$ cat src/design/ddcs_defines.svh
`ifndef DDCS_DEFINES_SVH
`define DDCS_DEFINES_SVH

`define DDCS_ADDR_W          10
`define DDCS_OFS_ROUTING     10'h371
`define DDCS_OFS_NCO_CTRL    10'h374
`define DDCS_ROUTING_RESET   8'h05
`define DDCS_NCO_CTRL_RESET  8'h00
`define DDCS_ROUTING_WMASK   8'h05
`define DDCS_BIT_I_SEL       0
`define DDCS_BIT_Q_SEL       2
`define DDCS_MODE_MSB        7
`define DDCS_MODE_LSB        4
`define DDCS_CHAN_MSB        3
`define DDCS_CHAN_LSB        0

`endif

$ cat src/design/ddcs_pkg.sv
package ddcs_pkg;
    typedef logic [3:0] ddcs_chan_t;
    typedef enum logic [3:0] {
        DDCS_MODE_REG      = 4'h0,
        DDCS_MODE_B0A0     = 4'h1,
        DDCS_MODE_B1A1     = 4'h2,
        DDCS_MODE_A1A0     = 4'h3,
        DDCS_MODE_B1B0     = 4'h4,
        DDCS_MODE_INTERLV  = 4'h5,
        DDCS_MODE_GROUPED  = 4'h6,
        DDCS_MODE_EDGE_A0  = 4'h8,
        DDCS_MODE_EDGE_A1  = 4'h9,
        DDCS_MODE_EDGE_B0  = 4'hA,
        DDCS_MODE_EDGE_B1  = 4'hB
    } ddcs_mode_t;
endpackage

$ cat src/design/ddcs_sel_if.sv
`timescale 1ns/1ps
`default_nettype none
interface ddcs_sel_if;
    logic side_a_sel0;
    logic side_a_sel1;
    logic side_b_sel0;
    logic side_b_sel1;
    modport device (input side_a_sel0, side_a_sel1, side_b_sel0, side_b_sel1);
    modport ctrl   (output side_a_sel0, side_a_sel1, side_b_sel0, side_b_sel1);
endinterface
`default_nettype wire

$ cat src/design/ddcs_device.sv
`include "ddcs_defines.svh"
`timescale 1ns/1ps
`default_nettype none
module ddcs_device
    import ddcs_pkg::*;
#(
    parameter int SAMPLE_W = 16
)
(
    input  wire logic                    clk_sys_i,
    input  wire logic                    sys_rst_i,
    ddcs_sel_if.device                   sel_if,
    input  wire logic                    reg_wr_i,
    input  wire logic [`DDCS_ADDR_W-1:0] reg_addr_i,
    input  wire logic [7:0]              reg_wdata_i,
    output logic      [7:0]              reg_rdata_o,
    input  wire logic [SAMPLE_W-1:0]     adc_a_i,
    input  wire logic [SAMPLE_W-1:0]     adc_b_i,
    output logic      [SAMPLE_W-1:0]     ddc_i_o,
    output logic      [SAMPLE_W-1:0]     ddc_q_o,
    output logic      [3:0]              nco_chan_o
);
    logic [7:0]          routing_reg;
    logic [7:0]          routing_next;
    logic [7:0]          nco_ctrl_reg;
    logic [7:0]          nco_ctrl_next;
    logic [7:0]          rdata_reg;
    logic [7:0]          rdata_next;

    logic [3:0]          sync1_reg;
    logic [3:0]          sync1_next;
    logic [3:0]          sync2_reg;
    logic [3:0]          sync2_next;
    logic [3:0]          pins_d_reg;
    logic [3:0]          pins_d_next;

    logic [3:0]          counter_reg;
    logic [3:0]          counter_next;
    logic                edge_seen;

    ddcs_chan_t          chan_reg;
    ddcs_chan_t          chan_next;
    ddcs_mode_t          mode;
    ddcs_chan_t          reg_chan;

    logic [SAMPLE_W-1:0] i_reg;
    logic [SAMPLE_W-1:0] i_next;
    logic [SAMPLE_W-1:0] q_reg;
    logic [SAMPLE_W-1:0] q_next;

    // The address match is shared by the write path and the read path.
    function automatic logic addr_hit(
        input logic [`DDCS_ADDR_W-1:0] addr,
        input logic [`DDCS_ADDR_W-1:0] ofs
    );
        addr_hit = (addr == ofs);
    endfunction

    // Picks the pin that an edge-counting mode watches; every other mode watches none.
    function automatic logic edge_pin(input ddcs_mode_t m, input logic [3:0] v);
        edge_pin = 1'b0;
        unique case (m)
            DDCS_MODE_EDGE_A0: edge_pin = v[0];
            DDCS_MODE_EDGE_A1: edge_pin = v[1];
            DDCS_MODE_EDGE_B0: edge_pin = v[2];
            DDCS_MODE_EDGE_B1: edge_pin = v[3];
            default:           edge_pin = 1'b0;
        endcase
    endfunction

    // Pin order in sync vectors: {b1, b0, a1, a0}.
    always_comb begin
        sync1_next  = {sel_if.side_b_sel1, sel_if.side_b_sel0, sel_if.side_a_sel1, sel_if.side_a_sel0};
        sync2_next  = sync1_reg;
        pins_d_next = sync2_reg;
    end

    // Resetting to the idle low level keeps a false rising edge from following reset.
    always_ff @(posedge clk_sys_i or posedge sys_rst_i) begin
        if (sys_rst_i) begin
            sync1_reg  <= 4'h0;
            sync2_reg  <= 4'h0;
            pins_d_reg <= 4'h0;
        end else begin
            sync1_reg  <= sync1_next;
            sync2_reg  <= sync2_next;
            pins_d_reg <= pins_d_next;
        end
    end

    // Codes 7 and 12 to 15 name no mode, so they fall back to the register field.
    assign mode     = ddcs_mode_t'(nco_ctrl_reg[`DDCS_MODE_MSB:`DDCS_MODE_LSB]);
    assign reg_chan = nco_ctrl_reg[`DDCS_CHAN_MSB:`DDCS_CHAN_LSB];

    // Writes to any other address are dropped, and reads of it return zero.
    always_comb begin
        routing_next  = routing_reg;
        nco_ctrl_next = nco_ctrl_reg;
        rdata_next    = 8'h00;
        if (reg_wr_i && addr_hit(reg_addr_i, `DDCS_OFS_ROUTING)) begin
            // Only the two select bits are writable; the rest stay reserved zero.
            routing_next = reg_wdata_i & `DDCS_ROUTING_WMASK;
        end
        if (reg_wr_i && addr_hit(reg_addr_i, `DDCS_OFS_NCO_CTRL)) begin
            nco_ctrl_next = reg_wdata_i;
        end
        if (addr_hit(reg_addr_i, `DDCS_OFS_ROUTING)) begin
            rdata_next = routing_reg;
        end else if (addr_hit(reg_addr_i, `DDCS_OFS_NCO_CTRL)) begin
            rdata_next = nco_ctrl_reg;
        end
    end

    // Read data is registered, so it shows the addressed register one edge after the address.
    always_ff @(posedge clk_sys_i or posedge sys_rst_i) begin
        if (sys_rst_i) begin
            routing_reg  <= `DDCS_ROUTING_RESET;
            nco_ctrl_reg <= `DDCS_NCO_CTRL_RESET;
            rdata_reg    <= 8'h00;
        end else begin
            routing_reg  <= routing_next;
            nco_ctrl_reg <= nco_ctrl_next;
            rdata_reg    <= rdata_next;
        end
    end

    // An edge is a high synchronised sample after a low one, so each rising edge counts once.
    always_comb begin
        edge_seen    = edge_pin(mode, sync2_reg) && !edge_pin(mode, pins_d_reg);
        counter_next = counter_reg;
        if (edge_seen) begin
            // Wrapping on the programmed value keeps the index inside the active set.
            counter_next = (counter_reg >= reg_chan) ? 4'h0 : 4'(counter_reg + 4'h1);
        end
    end

    // A mode change does not clear the counter, so a new edge mode resumes from the old count.
    always_ff @(posedge clk_sys_i or posedge sys_rst_i) begin
        if (sys_rst_i) begin
            counter_reg <= 4'h0;
        end else begin
            counter_reg <= counter_next;
        end
    end

    // Level modes read the synchronised pins, so a pin change reaches the index three edges later.
    always_comb begin
        chan_next = reg_chan;
        unique case (mode)
            DDCS_MODE_REG:     chan_next = reg_chan;
            DDCS_MODE_B0A0:    chan_next = {2'b00, sync2_reg[2], sync2_reg[0]};
            DDCS_MODE_B1A1:    chan_next = {2'b00, sync2_reg[3], sync2_reg[1]};
            DDCS_MODE_A1A0:    chan_next = {2'b00, sync2_reg[1], sync2_reg[0]};
            DDCS_MODE_B1B0:    chan_next = {2'b00, sync2_reg[3], sync2_reg[2]};
            DDCS_MODE_INTERLV: chan_next = {sync2_reg[3], sync2_reg[1], sync2_reg[2], sync2_reg[0]};
            DDCS_MODE_GROUPED: chan_next = sync2_reg;
            DDCS_MODE_EDGE_A0,
            DDCS_MODE_EDGE_A1,
            DDCS_MODE_EDGE_B0,
            DDCS_MODE_EDGE_B1: chan_next = counter_reg;
            default:           chan_next = reg_chan;
        endcase
    end

    // The index is registered so that the oscillator sees it straight from a flip-flop.
    always_ff @(posedge clk_sys_i or posedge sys_rst_i) begin
        if (sys_rst_i) begin
            chan_reg <= 4'h0;
        end else begin
            chan_reg <= chan_next;
        end
    end

    // Routed samples cost one cycle of latency but leave the block from flip-flops.
    always_comb begin
        i_next = routing_reg[`DDCS_BIT_I_SEL] ? adc_b_i : adc_a_i;
        q_next = routing_reg[`DDCS_BIT_Q_SEL] ? adc_b_i : adc_a_i;
    end

    always_ff @(posedge clk_sys_i or posedge sys_rst_i) begin
        if (sys_rst_i) begin
            i_reg <= '0;
            q_reg <= '0;
        end else begin
            i_reg <= i_next;
            q_reg <= q_next;
        end
    end

    assign reg_rdata_o = rdata_reg;
    assign nco_chan_o  = chan_reg;
    assign ddc_i_o     = i_reg;
    assign ddc_q_o     = q_reg;
endmodule
`default_nettype wire

$ cat src/flat_wrapper.sv
// flat-port wrapper written by rule: the top's interface ports become plain ports
module ddcs_device_flat import ddcs_pkg::*;
#(
    parameter int SAMPLE_W = 16
)
  (clk_sys_i, sys_rst_i, reg_wr_i, reg_addr_i, reg_wdata_i, reg_rdata_o, adc_a_i, adc_b_i, ddc_i_o, ddc_q_o, nco_chan_o, sel_if_side_a_sel0, sel_if_side_a_sel1, sel_if_side_b_sel0, sel_if_side_b_sel1);
  ddcs_sel_if sel_if_i ();
  input  wire logic clk_sys_i;
  input  wire logic sys_rst_i;
  input  wire logic reg_wr_i;
  input  wire logic [`DDCS_ADDR_W-1:0] reg_addr_i;
  input  wire logic [7:0] reg_wdata_i;
  output logic      [7:0] reg_rdata_o;
  input  wire logic [SAMPLE_W-1:0] adc_a_i;
  input  wire logic [SAMPLE_W-1:0] adc_b_i;
  output logic      [SAMPLE_W-1:0] ddc_i_o;
  output logic      [SAMPLE_W-1:0] ddc_q_o;
  output logic      [3:0] nco_chan_o;
  input wire logic [$bits(sel_if_i.side_a_sel0)-1:0] sel_if_side_a_sel0;
  input wire logic [$bits(sel_if_i.side_a_sel1)-1:0] sel_if_side_a_sel1;
  input wire logic [$bits(sel_if_i.side_b_sel0)-1:0] sel_if_side_b_sel0;
  input wire logic [$bits(sel_if_i.side_b_sel1)-1:0] sel_if_side_b_sel1;
  assign sel_if_i.side_a_sel0 = sel_if_side_a_sel0;
  assign sel_if_i.side_a_sel1 = sel_if_side_a_sel1;
  assign sel_if_i.side_b_sel0 = sel_if_side_b_sel0;
  assign sel_if_i.side_b_sel1 = sel_if_side_b_sel1;
  ddcs_device #(.SAMPLE_W(SAMPLE_W)) u_core (.clk_sys_i(clk_sys_i), .sys_rst_i(sys_rst_i), .sel_if(sel_if_i), .reg_wr_i(reg_wr_i), .reg_addr_i(reg_addr_i), .reg_wdata_i(reg_wdata_i), .reg_rdata_o(reg_rdata_o), .adc_a_i(adc_a_i), .adc_b_i(adc_b_i), .ddc_i_o(ddc_i_o), .ddc_q_o(ddc_q_o), .nco_chan_o(nco_chan_o));
endmodule
$ cat config.mk
export PLATFORM = sky130hd
export DESIGN_NAME = ddcs_device_flat
export DESIGN_NICKNAME = d
export VERILOG_FILES = /design/src/design/ddcs_pkg.sv /design/src/design/ddcs_sel_if.sv /design/src/design/ddcs_device.sv /design/src/flat_wrapper.sv
export VERILOG_INCLUDE_DIRS = /design/src /design/src/design
export SDC_FILE = /design/constraint.sdc
export NUM_CORES = 1
export LEC_CHECK = 0
export ABC_AREA = 1
export BUFFER_PORTS_ARGS = -buffer_cell sky130_fd_sc_hd__buf_2
export CORE_MARGIN = 3
export CORE_UTILIZATION = 38
export CTS_CLUSTER_SIZE = 10
export DETAILED_ROUTE_END_ITERATION = 6
export HOLD_SLACK_MARGIN = 0.02
export SLEW_MARGIN = 20
export SYNTH_ARGS = -nofsm -noshare
export SYNTH_HDL_FRONTEND = slang
export SYNTH_SLANG_ARGS = --single-unit
$ cat constraint.sdc
create_clock -name clk_sys_i -period 5.2 [get_ports clk_sys_i]
set_input_delay 1.04 -clock clk_sys_i [delete_from_list [all_inputs] [get_ports clk_sys_i]]
set_output_delay 1.04 -clock clk_sys_i [all_outputs]
set_load 0.05 [all_outputs]
==> results of run 1 <==
[routing by layer]
layer | routed length [um] | part of all wire [%] | up-vias
met5 | 0 | 0 | -
met4 | 76 | 1.1 | 0
met3 | 655 | 9.8 | 7
met2 | 3127 | 47 | 83
met1 | 2794 | 42 | 1123
li1 | - | - | 1259
[placed cells by master, fill, tap and decap left out, types with 2 or more instances in the layout]
cell	count
dfrtp_1	68
nor2_2	5
dfstp_2	2
inv_2	10
ha_1	5
nand2_1	97
o21ai_0	32
clkinv_2	2
o21ai_1	7
nor3_1	6
buf_2	100
clkinv_4	2
nand4_1	3
nor2_1	13
nand2_2	3
nand3_1	25
bufinv_16	2
clkbuf_8	9
inv_1	35
nor2_4	3
[report_power, final]
group          total (mW)  switching, mW  internal (mW)  leakage, nW
Sequential          0.573         0.0100          0.563        0.868
Clock               0.473          0.202          0.270        0.110
Combinational       0.126         0.0914         0.0344         1.01
Total                1.17          0.304          0.868         1.99
[kinds of logic (layout without fill, tap and decap cells)]
group                      Yosys count  after routing  synth area share [%]
AOI/OAI and AO/OA                   43             43                 7.390
xor gates and xnor gates             2              2                0.5781
adders and majority gates            5              5                 2.064
buffers and inverters               56            162                 7.473
DFF                                 70             70                 57.89
and+or+nand+nor                    160            160                 24.61
[path summary, 6_finish.rpt]
path | cells after the start | to | start | slack, ps
worst max-delay path | 1 | reg_rdata_o[3] | u_core.reg_rdata_o[3]$_DFF_PP0_ | 3190
worst min-delay path | 0 | u_core.pins_d_next[3]$_DFF_PP0_ | u_core.sync1_reg[3]$_DFF_PP0_ | 350
worst max register to register | 9 | u_core.counter_reg[1]$_DFFE_PP0P_ | u_core.nco_ctrl_reg[4]$_DFFE_PP0P_ | 3790
worst min register to register | 0 | u_core.pins_d_next[3]$_DFF_PP0_ | u_core.sync1_reg[3]$_DFF_PP0_ | 350
max in group asynchronous | 3 | u_core.pins_d_next[3]$_DFF_PP0_ | sys_rst_i | 3680
min in group asynchronous | 3 | u_core.reg_rdata_o[1]$_DFF_PP0_ | sys_rst_i | 950
[area by class of cell]
class / instances / area (sq um)
flip-flops and latches: 70 / 1754
clock buffers: 10 / 127.6
repair buffers: 101 / 508.0
well taps: 99 / 123.9
fillers: 746 / 3666
multi-input cells: 210 / 1050
inverters: 45 / 168.9
clock inverters: 6 / 87.58
[worst register-to-register path: cells and delay by family, from the launching register on]
| kind | cells | cell delay (ps) |
|---|---|---|
| buffers and inverters | 2 | 160 |
| flip-flops | 1 | 580 |
| AND/OR/NAND/NOR | 7 | 560 |
==> reports/metrics.csv, run 1 <==
stage,metric,value,unit
power_and_ir_drop,leakagePower,1.986,nW
synthesis,synth_flop_cell,dfrtp_1,
clock_tree,ctsRootBufferMaster,clkbuf_8,
synthesis,syn_inst,336,
clock_tree,cts_setup_buffers,0,
floorplanning,core,0.007486,sq mm
global_routing,grt_use_total,16.15,%
setup_path,cpPeakStageDelay,360,ps
global_routing,antenna_found_initial,0,
drt,vias_per_cell,4.569,
clock_tree,clk_latency,340,ps
setup_path,cp.required,4160,ps
setup_path,start_kind,register,
timing,setup_violations,0,
setup_path,crit_arrival,970,ps
timing,slew_headroom,42.65,%
synthesis,ys_ff_latch,70,
timing,hold_viol_final,0,
setup_path,crit_type,reg2out,
synthesis,synthArstFlopShare,100.0,%
clock_tree,h-tree-depth,3,
finish,diodes,0,
placement,numPortBuffers,100,
setup_path,path_max_fanout,1,
synthesis,yosysUniqueCellTypes,29,
power_and_ir_drop,p_per_area,306.8,mW/mm^2
power_and_ir_drop,power.total,1.172,mW
timing,fmax,0.4974,GHz
timing,slew_viol_final,0,
synthesis,synth_top_area_cell,dfrtp_1,
finish,design_area,0.003820,sq mm
timing,clock_skew,10.85,ps
synthesis,synth_edf_count,0,
floorplanning,die_area,0.009082,sq mm
timing,min_period_over_period,38.66,%
global_routing,top_usage_layer,met2,
drt,drc_errors,0,
drt,first_pass_iters,6,
power_and_ir_drop,irDropWorstVdd,149.1,uV
clock_tree,cts_made_buffers,9,
global_routing,grt_pass1_wl,11.12,mm
synthesis,synth.avg_cell_area,9.019,sq um
finish,final_core_util,51.03,%
status,status,completed,
timing,tightest_slew,860.3,ps
finish,drive_gt1_share,32.58,%
finish,final_cells,541,
drt,vias,2472,
job,max-cap-violations,0,
floorplanning,fp.dieH,95.30,um
finish,area_growth,26.05,%
synthesis,yosysMostFrequentCell,nand2_1,
floorplanning,io_pins,101,
floorplanning,initial_utilization,40.48,%
hold_path,hp-class,reg2reg,
synthesis,synth_top_area_share,56.15,%
global_routing,grt_overflow,0,
placement,detailed_place_hpwl,4.936,mm
setup_path,critical_path_buf_inv_count,1,
placement,pre_cts_slack,3236,ps
setup_path,crit_chain,buf_2,
global_routing,grtUsageMet2,24.61,%
floorplanning,rows,31,
synthesis,yosys-top-cells-area,"dfrtp_1 56%, nand2_1 12%, o21ai_0 5.3%",
clock_tree,numClockSinks,70,
clock_tree,cts_resized,0,
timing,fin_crit,2011,ps
synthesis,synthesis.area,0.003030,sq mm
timing,hold_slack,354.3,ps
global_routing,grtUsageMet1,20.07,%
global_routing,grt_pass1_vias,2455,
placement,dpl_cell_area,0.003605,sq mm
placement,gp_congestion,0.7939,
synthesis,ys.warnings.count,0,
timing,setup-tns-final,0,ps
drt,ant_nets,0,
global_routing,use_met3,7.972,%
placement,place_inst,525,
drt,drtIter0Drc,104,
drt,wl,6.652,mm
setup_path,cp-end-kind,primary output,
setup_path,path_delay_family,flip-flops,
drt,wl_per_cell,12.30,um
timing,rsz0062_at_grt,no,
synthesis,ys_seq_area_share,57.89,%
synthesis,synthesis.nets,398,
setup_path,cp_slowest_cell,dfrtp_1,
floorplanning,die_x,95.30,um
synthesis,synth_common_cells,"97 x nand2_1, 68 x dfrtp_1, 36 x inv_1",
global_routing,grt_max_degree,71,
timing,fin_ws,3189,ps
clock_tree,cts_tree,done,
finish,nets,499,
clock_tree,holdBufCountCts,0,
clock_tree,cts_max_path_buffers,2,
clock_tree,cts.reportedPaths.clkPinSlew,80,ps
Power figures use the tool's default switching activity.
==> inputs of run 2 (changes only) <==
Settings changed: PLACE_DENSITY set to 0.65.
Clock period 5.2 ns to 1.7 ns, I/O delays scaled along.
==> reports/metrics.csv, run 2 (synthesis results as in run 1) <==
stage,metric,value,unit,change
drt,wl_per_cell,12.43,um,+1.1%
placement,gp_congestion,0.8703,,+9.6%
clock_tree,ctsRootBufferMaster,clkbuf_8,,
finish,layout_common_cells,"100 x buf_2, 97 x nand2_1, 68 x dfrtp_1",,
hold_path,holdPathStages,1,,+1
setup_path,cp.required,1980,ps,-2180 ps
placement,detailed_place_hpwl,5.106,mm,+3.4%
finish,layout_commonest_cell,buf_2,,
timing,clock_skew,5.785,ps,-5.069 ps
power_and_ir_drop,irDropWorstVdd,439.2,uV,+190%
setup_path,r2r_slack,300,ps,-3490 ps
drt,vias_per_cell,4.660,,+2.0%
drt,ant_nets,0,,unchanged
finish,diodes,0,,unchanged
clock_tree,cts_resized,0,,unchanged
status,status,completed,,
timing,setup-tns-final,0,ps,unchanged
setup_path,crit_arrival,1670,ps,+700 ps
job,max-cap-violations,0,,unchanged
drt,drc_errors,0,,unchanged
drt,wl,6.722,mm,+1.1%
finish,n_fill_cell,704,,-5.6%
floorplanning,initial_utilization,40.48,%,unchanged
setup_path,reg2regPathDepth,6,,-3
placement,numPortBuffers,100,,unchanged
power_and_ir_drop,p_per_area,858.2,mW/mm^2,+180%
timing,min_period_over_period,82.07,%,
timing,setup_violations,0,,unchanged
finish,nets,501,,+0.40%
hold_path,min_from,sel_if_side_a_sel1,,
clock_tree,cts_tree,done,,
clock_tree,h-tree-depth,3,,unchanged
floorplanning,io_pins,101,,unchanged
global_routing,grt_pass1_vias,2591,,+5.5%
global_routing,grt_pass1_wl,11.34,mm,+2.0%
global_routing,grt_max_degree,35,,-51%
power_and_ir_drop,power.total,3.266,mW,+180%
floorplanning,core,0.007486,sq mm,unchanged
floorplanning,die_area,0.009082,sq mm,unchanged
timing,fmax,0.7168,GHz,
timing,tightest_slew,544.2,ps,-316.0 ps
clock_tree,cts_setup_buffers,0,,unchanged
floorplanning,rows,31,,unchanged
finish,area_growth,25.60,%,
global_routing,grt_overflow,0,,unchanged
timing,slew_headroom,63.72,%,+21 points
floorplanning,die_x,95.30,um,unchanged
timing,slew_viol_final,0,,unchanged
power_and_ir_drop,leakagePower,1.972,nW,-0.71%
hold_path,hp-class,in2reg,,
clock_tree,cts.reportedPaths.clkPinSlew,70,ps,about the same
clock_tree,cts_made_buffers,9,,unchanged
setup_path,rr_startpoint,u_core.counter_reg[3]$_DFFE_PP0P_,,
drt,vias,2521,,+2.0%
global_routing,antenna_found_initial,0,,unchanged
finish,drive_gt1_share,32.13,%,-0.45 points
setup_path,path_max_fanout,4,,+3
setup_path,start_kind,register,,
clock_tree,clk_latency,340,ps,about the same
global_routing,grt_use_total,16.33,%,+0.18 points
drt,first_pass_iters,4,,-2
timing,hold_viol_final,0,,unchanged
setup_path,cp-end-kind,register,,
drt,drtIter0Drc,111,,+6.7%
setup_path,crit_type,reg2reg,,
clock_tree,numClockSinks,70,,unchanged
clock_tree,cts_max_path_buffers,2,,unchanged
timing,rsz0062_at_grt,no,,
floorplanning,fp.dieH,95.30,um,unchanged
timing,fin_crit,1395,ps,
setup_path,regToRegEndpoint,u_core.counter_reg[0]$_DFFE_PP0P_,,
clock_tree,holdBufCountCts,1,,+1
hold_path,min_to,u_core.sync1_reg[1]$_DFF_PP0_,,
-- run 2: changes by cell type in the layout (fill, tap and decap cells not counted) --
cell	previous run	this run
inv_2	10	9
clkbuf_8	9	10
buf_12	0	2
clkbuf_1	1	2
clkinvlp_4	0	1
clkinv_4	2	0
buf_4	1	0
dlygate4sd3_1	0	1
bufinv_16	2	0
-- run 2: per-stage QoR --
stage	setup slack, ps	std cells	hold slack [ps]	utilization, %	cell area, sq um
6_report	304.8	541	106.8	50.84	3806
5_1_grt	157.0	541	87.18	50.84	3806
4_1_cts	311.4	541	88.60	50.84	3806
3_5_place_dp	326.6	526	334.7	48.64	3641
3_3_place_gp	347.3	526	335.0	48.64	3641
2_1_floorplan	472.7	336	331.2	-	3034
-- run 2: worst max-delay path, cell delays in order, from the launching register on --
cell	delay [ps]
dfrtp_1	430
ha_1	330
a21oi_1	170
nand3_1	160
nor2_1	130
nand2_1	70
nand2_1	50
-- run 2: layout make-up --
type                    count  area (sq um)  area share (%)
inverters                  45         172.7           4.537
clock inverters             2         10.01          0.2630
well taps                  99         123.9           3.254
flip-flops and latches     70          1754           46.09
multi-input cells         210          1050           27.58
repair buffers            103         550.5           14.46
clock buffers              12         145.1           3.813
-- run 2: worst max path at each step --
stage	start	to	cells after the start
6_report	u_core.counter_reg[3]$_DFFE_PP0P_	u_core.counter_reg[0]$_DFFE_PP0P_	6
5_1_grt	u_core.counter_reg[1]$_DFFE_PP0P_	u_core.counter_reg[0]$_DFFE_PP0P_	8
4_1_cts	u_core.counter_reg[3]$_DFFE_PP0P_	u_core.counter_reg[0]$_DFFE_PP0P_	6
3_5_place_dp	u_core.counter_reg[3]$_DFFE_PP0P_	u_core.counter_reg[0]$_DFFE_PP0P_	6
3_3_place_gp	u_core.counter_reg[3]$_DFFE_PP0P_	u_core.counter_reg[3]$_DFFE_PP0P_	6
2_1_floorplan	u_core.counter_reg[3]$_DFFE_PP0P_	u_core.counter_reg[0]$_DFFE_PP0P_	8
-- run 2: layer usage --
layer  part of all wire [%]  track usage [%]  up-vias
met1                     41            18.73     1159
met5                      0                0        -
met2                     48            26.47       94
met4                    1.7            7.212        0
met3                    9.4            7.024       12
li1                       -                -     1256
-- run 2: report_power, final --
group	internal [mW]	switching [mW]
logic	0.115	0.282
clock network	0.549	0.564
registers	1.72	0.0312
total	2.39	0.878
==> inputs of run 3 (changes only) <==
Settings changed: ABC_AREA 1 to 0, PLACE_DENSITY 0.65 to unset.
Clock period 1.7 ns to 1.3 ns, I/O delays scaled along.
==> reports/metrics.csv, run 3 <==
stage,metric,value,unit,change
status,status,"complete, but fails checks",,
status,violations,negative setup slack,,
power_and_ir_drop,p_comb_share,12.0,%,-0.2 points
finish,drive_gt1_share,60.83,%,+29 points
floorplanning,initial_utilization,39.51,%,-0.97 points
finish,final_cells,459,,-15%
timing,min_period_over_period,119.1,%,+37 points
power_and_ir_drop,power.total,4.969,mW,+52%
synthesis,yosysUniqueCellTypes,39,,+34%
synthesis,synth_flop_cell,dfrtp_1,,
setup_path,path_max_fanout,4,,unchanged
synthesis,synth_edf_count,0,,unchanged
hold_path,hp-class,in2reg,,
synthesis,synthesis.area,0.002897,sq mm,-4.4%
placement,gp_congestion,0.8355,,-4.0%
timing,hold_viol_final,0,,unchanged
setup_path,start_kind,register,,
timing,hold_slack,133.8,ps,+27.09 ps
floorplanning,io_pins,101,,unchanged
setup_path,crit_chain,inv_2 -> mux4_2 -> o41a_1 -> o2bb2ai_1,,
synthesis,yosysMostFrequentCell,dfrtp_1,,
timing,fmax,0.6461,GHz,-9.9%
drt,drtIter0Drc,94,,-15%
synthesis,yosys-top-cells-area,"dfrtp_1 59%, mux2_2 16%, ha_1 2.2%",,
drt,wl,6.734,mm,+0.18%
clock_tree,ctsRootBufferMaster,clkbuf_8,,
setup_path,cp_slowest_cell,mux4_2,,
drt,ant_nets,0,,unchanged
timing,rsz0062_at_grt,yes,,
placement,detailed_place_hpwl,5.002,mm,-2.0%
finish,n_fill_cell,614,,-13%
drt,drc_errors,0,,unchanged
synthesis,synthArstFlopShare,100.0,%,unchanged
job,max-cap-violations,0,,unchanged
power_and_ir_drop,p_clk_share,42.0,%,+7.9 points
setup_path,crit_arrival,1820,ps,+150 ps
setup_path,cp.required,1570,ps,-410 ps
timing,setup-tns-final,-1096,ps,-1096 ps
timing,fin_ws,-247.7,ps,-552.5 ps
synthesis,ys_seq_area_share,60.56,%,+2.7 points
drt,vias_per_cell,4.747,,+1.9%
power_and_ir_drop,leakagePower,2.048,nW,+3.9%
placement,numPortBuffers,100,,unchanged
setup_path,crit_type,reg2reg,,
global_routing,grt_pass1_wl,11.00,mm,-3.0%
drt,vias,2179,,-14%
synthesis,ys.warnings.count,0,,unchanged
finish,nets,418,,-17%
global_routing,grt_use_total,16.56,%,+0.23 points
power_and_ir_drop,switching_share,24.63,%,-2.2 points
power_and_ir_drop,p_sw,1.224,mW,+39%
floorplanning,die_x,93.31,um,-2.1%
floorplanning,die_area,0.008706,sq mm,-4.1%
finish,multi_input_area,0.001170,sq mm,+11%
finish,layout_commonest_cell,buf_2,,
timing,clock_skew,8.202,ps,+2.417 ps
power_and_ir_drop,p_seq_share,46.0,%,-7.8 points
synthesis,synth_top_area_share,58.75,%,+2.6 points
finish,ff_latch_area,0.001757,sq mm,+0.14%
clock_tree,cts.reportedPaths.clkPinSlew,80,ps,about the same
synthesis,syn_inst,209,,-38%
placement,place_inst,432,,-18%
finish,design_area,0.004215,sq mm,+11%
floorplanning,rows,31,,unchanged
power_and_ir_drop,p_int,3.745,mW,+57%
clock_tree,cts_max_path_buffers,2,,unchanged
timing,slew_viol_final,0,,unchanged
drt,wl_per_cell,14.67,um,+18%
clock_tree,clk_latency,350,ps,about the same
setup_path,reg2regPathDepth,4,,-2
clock_tree,numClockSinks,70,,unchanged
finish,layout_common_cells,"100 x buf_2, 66 x dfrtp_1, 40 x mux2_2",,
power_and_ir_drop,irDropWorstVdd,732.4,uV,+67%
finish,final_core_util,57.50,%,+6.7 points
synthesis,synth_common_cells,"68 x dfrtp_1, 40 x mux2_2, 9 x nor2b_1",,
setup_path,cpPeakStageDelay,530,ps,+100 ps
timing,fin_crit,1548,ps,+152.5 ps
placement,dpl_cell_area,0.003802,sq mm,+4.4%
global_routing,grt_pass1_vias,2367,,-8.6%
global_routing,grt_max_degree,41,,+17%
synthesis,ys_ff_latch,70,,unchanged
timing,tightest_slew,357.8,ps,-186.4 ps
setup_path,cp-end-kind,register,,
placement,pre_cts_slack,-278.6,ps,-605.2 ps
hold_path,holdPathStages,2,,+1
floorplanning,fp.dieH,93.31,um,-2.1%
timing,setup_violations,7,,+7
floorplanning,core,0.007331,sq mm,-2.1%
timing,slew_headroom,76.10,%,+12 points
clock_tree,cts_made_buffers,9,,unchanged
drt,first_pass_iters,4,,unchanged
clock_tree,h-tree-depth,3,,unchanged
synthesis,synth_top_area_cell,dfrtp_1,,
finish,diodes,0,,unchanged
synthesis,synth.avg_cell_area,13.86,sq um,+54%
global_routing,antenna_found_initial,0,,unchanged
clock_tree,cts_tree,done,,
finish,area_growth,45.53,%,
global_routing,grt_overflow,0,,unchanged
synthesis,synthesis.nets,271,,-32%
power_and_ir_drop,p_per_area,1179,mW/mm^2,+37%
run 3: cell count changes in the layout (fill, tap and decap cells not counted), moves of 5 or more:
| cell | before | now |
|---|---|---|
| nand2_1 | 97 | 5 |
| mux2_2 | 0 | 40 |
| buf_4 | 0 | 33 |
| inv_1 | 35 | 5 |
| o21ai_0 | 32 | 3 |
| nand3_1 | 25 | 3 |
| nor2_1 | 13 | 1 |
| nor2b_1 | 0 | 9 |
| inv_2 | 9 | 2 |
| and2_1 | 0 | 6 |
| nor3_1 | 6 | 0 |
| nand2b_1 | 0 | 5 |
run 3: kinds of logic after synthesis:
group / count (synthesis) / synth area share, %
flip-flops: 70 / 60.56
adder cells (fa/ha/maj): 5 / 2.160
multiplexers: 44 / 17.88
AND/OR/NAND/NOR: 44 / 9.676
buffers and inverters: 16 / 2.074
XOR/XNOR: 2 / 0.6049
AO/OA/AOI/OAI: 28 / 7.042
run 3: cell type report:
cell class | instances | share of cell area [%]
Timing Repair Buffer | 144 | 21.25
Clock inverter | 6 | 2.642
Multi-Input combinational cell | 123 | 27.75
Clock buffer | 9 | 2.939
Sequential cell | 70 | 41.67
Tap cell | 99 | 2.939
Inverter | 8 | 0.8014
run 3: power by group through the flow:
| stage | clock, mW | combinational, mW | sequential [mW] |
|---|---|---|---|
| after floorplan | 0 | 0.152 | 2.52 |
| after global placement | 0 | 0.575 | 2.32 |
| after detailed placement | 0 | 0.578 | 2.33 |
| after CTS | 2.14 | 0.597 | 2.29 |
| after global routing | 2.24 | 0.643 | 2.29 |
| final | 2.09 | 0.595 | 2.28 |
run 3: critical path, delay by kind of cell (launching register included):
kind | cells | cell delay, ps
muxes | 1 | 530
DFF | 1 | 410
buffers and inverters | 1 | 70
AOI/OAI and AO/OA | 2 | 460
run 3: final timing paths:
| path | start | endpoint | slack [ps] |
|---|---|---|---|
| max reg2reg | u_core.nco_ctrl_reg[4]$_DFFE_PP0P_ | u_core.counter_reg[3]$_DFFE_PP0P_ | -250 |
| min reg2reg | u_core.sync1_reg[1]$_DFF_PP0_ | u_core.pins_d_next[1]$_DFF_PP0_ | 350 |
| max in group asynchronous | sys_rst_i | u_core.reg_rdata_o[6]$_DFF_PP0_ | 350 |
| min in group asynchronous | sys_rst_i | u_core.ddc_q_o[11]$_DFF_PP0_ | 430 |
| min | reg_wdata_i[4] | u_core.nco_ctrl_reg[4]$_DFFE_PP0P_ | 130 |
| max | u_core.nco_ctrl_reg[4]$_DFFE_PP0P_ | u_core.counter_reg[3]$_DFFE_PP0P_ | -250 |
run 3: repair_timing:
| action | in CTS | in global routing |
|---|---|---|
| pin swaps | 10 | 5 |
| cloned | 0 | 0 |
| gates resized for setup | 11 | 9 |
| hold buffers | 5 | 0 |
| buffers inserted | 4 | 3 |
| setup endpoints to repair | 8 | 8 |
| endpoints found under the hold margin | 15 | 0 |
run 3: metal layers:
layer,share of wire [%],global-route usage (%)
met5,0,0
met1,40,19.37
met3,9.7,6.034
met2,48,26.92
met4,2.1,7.937
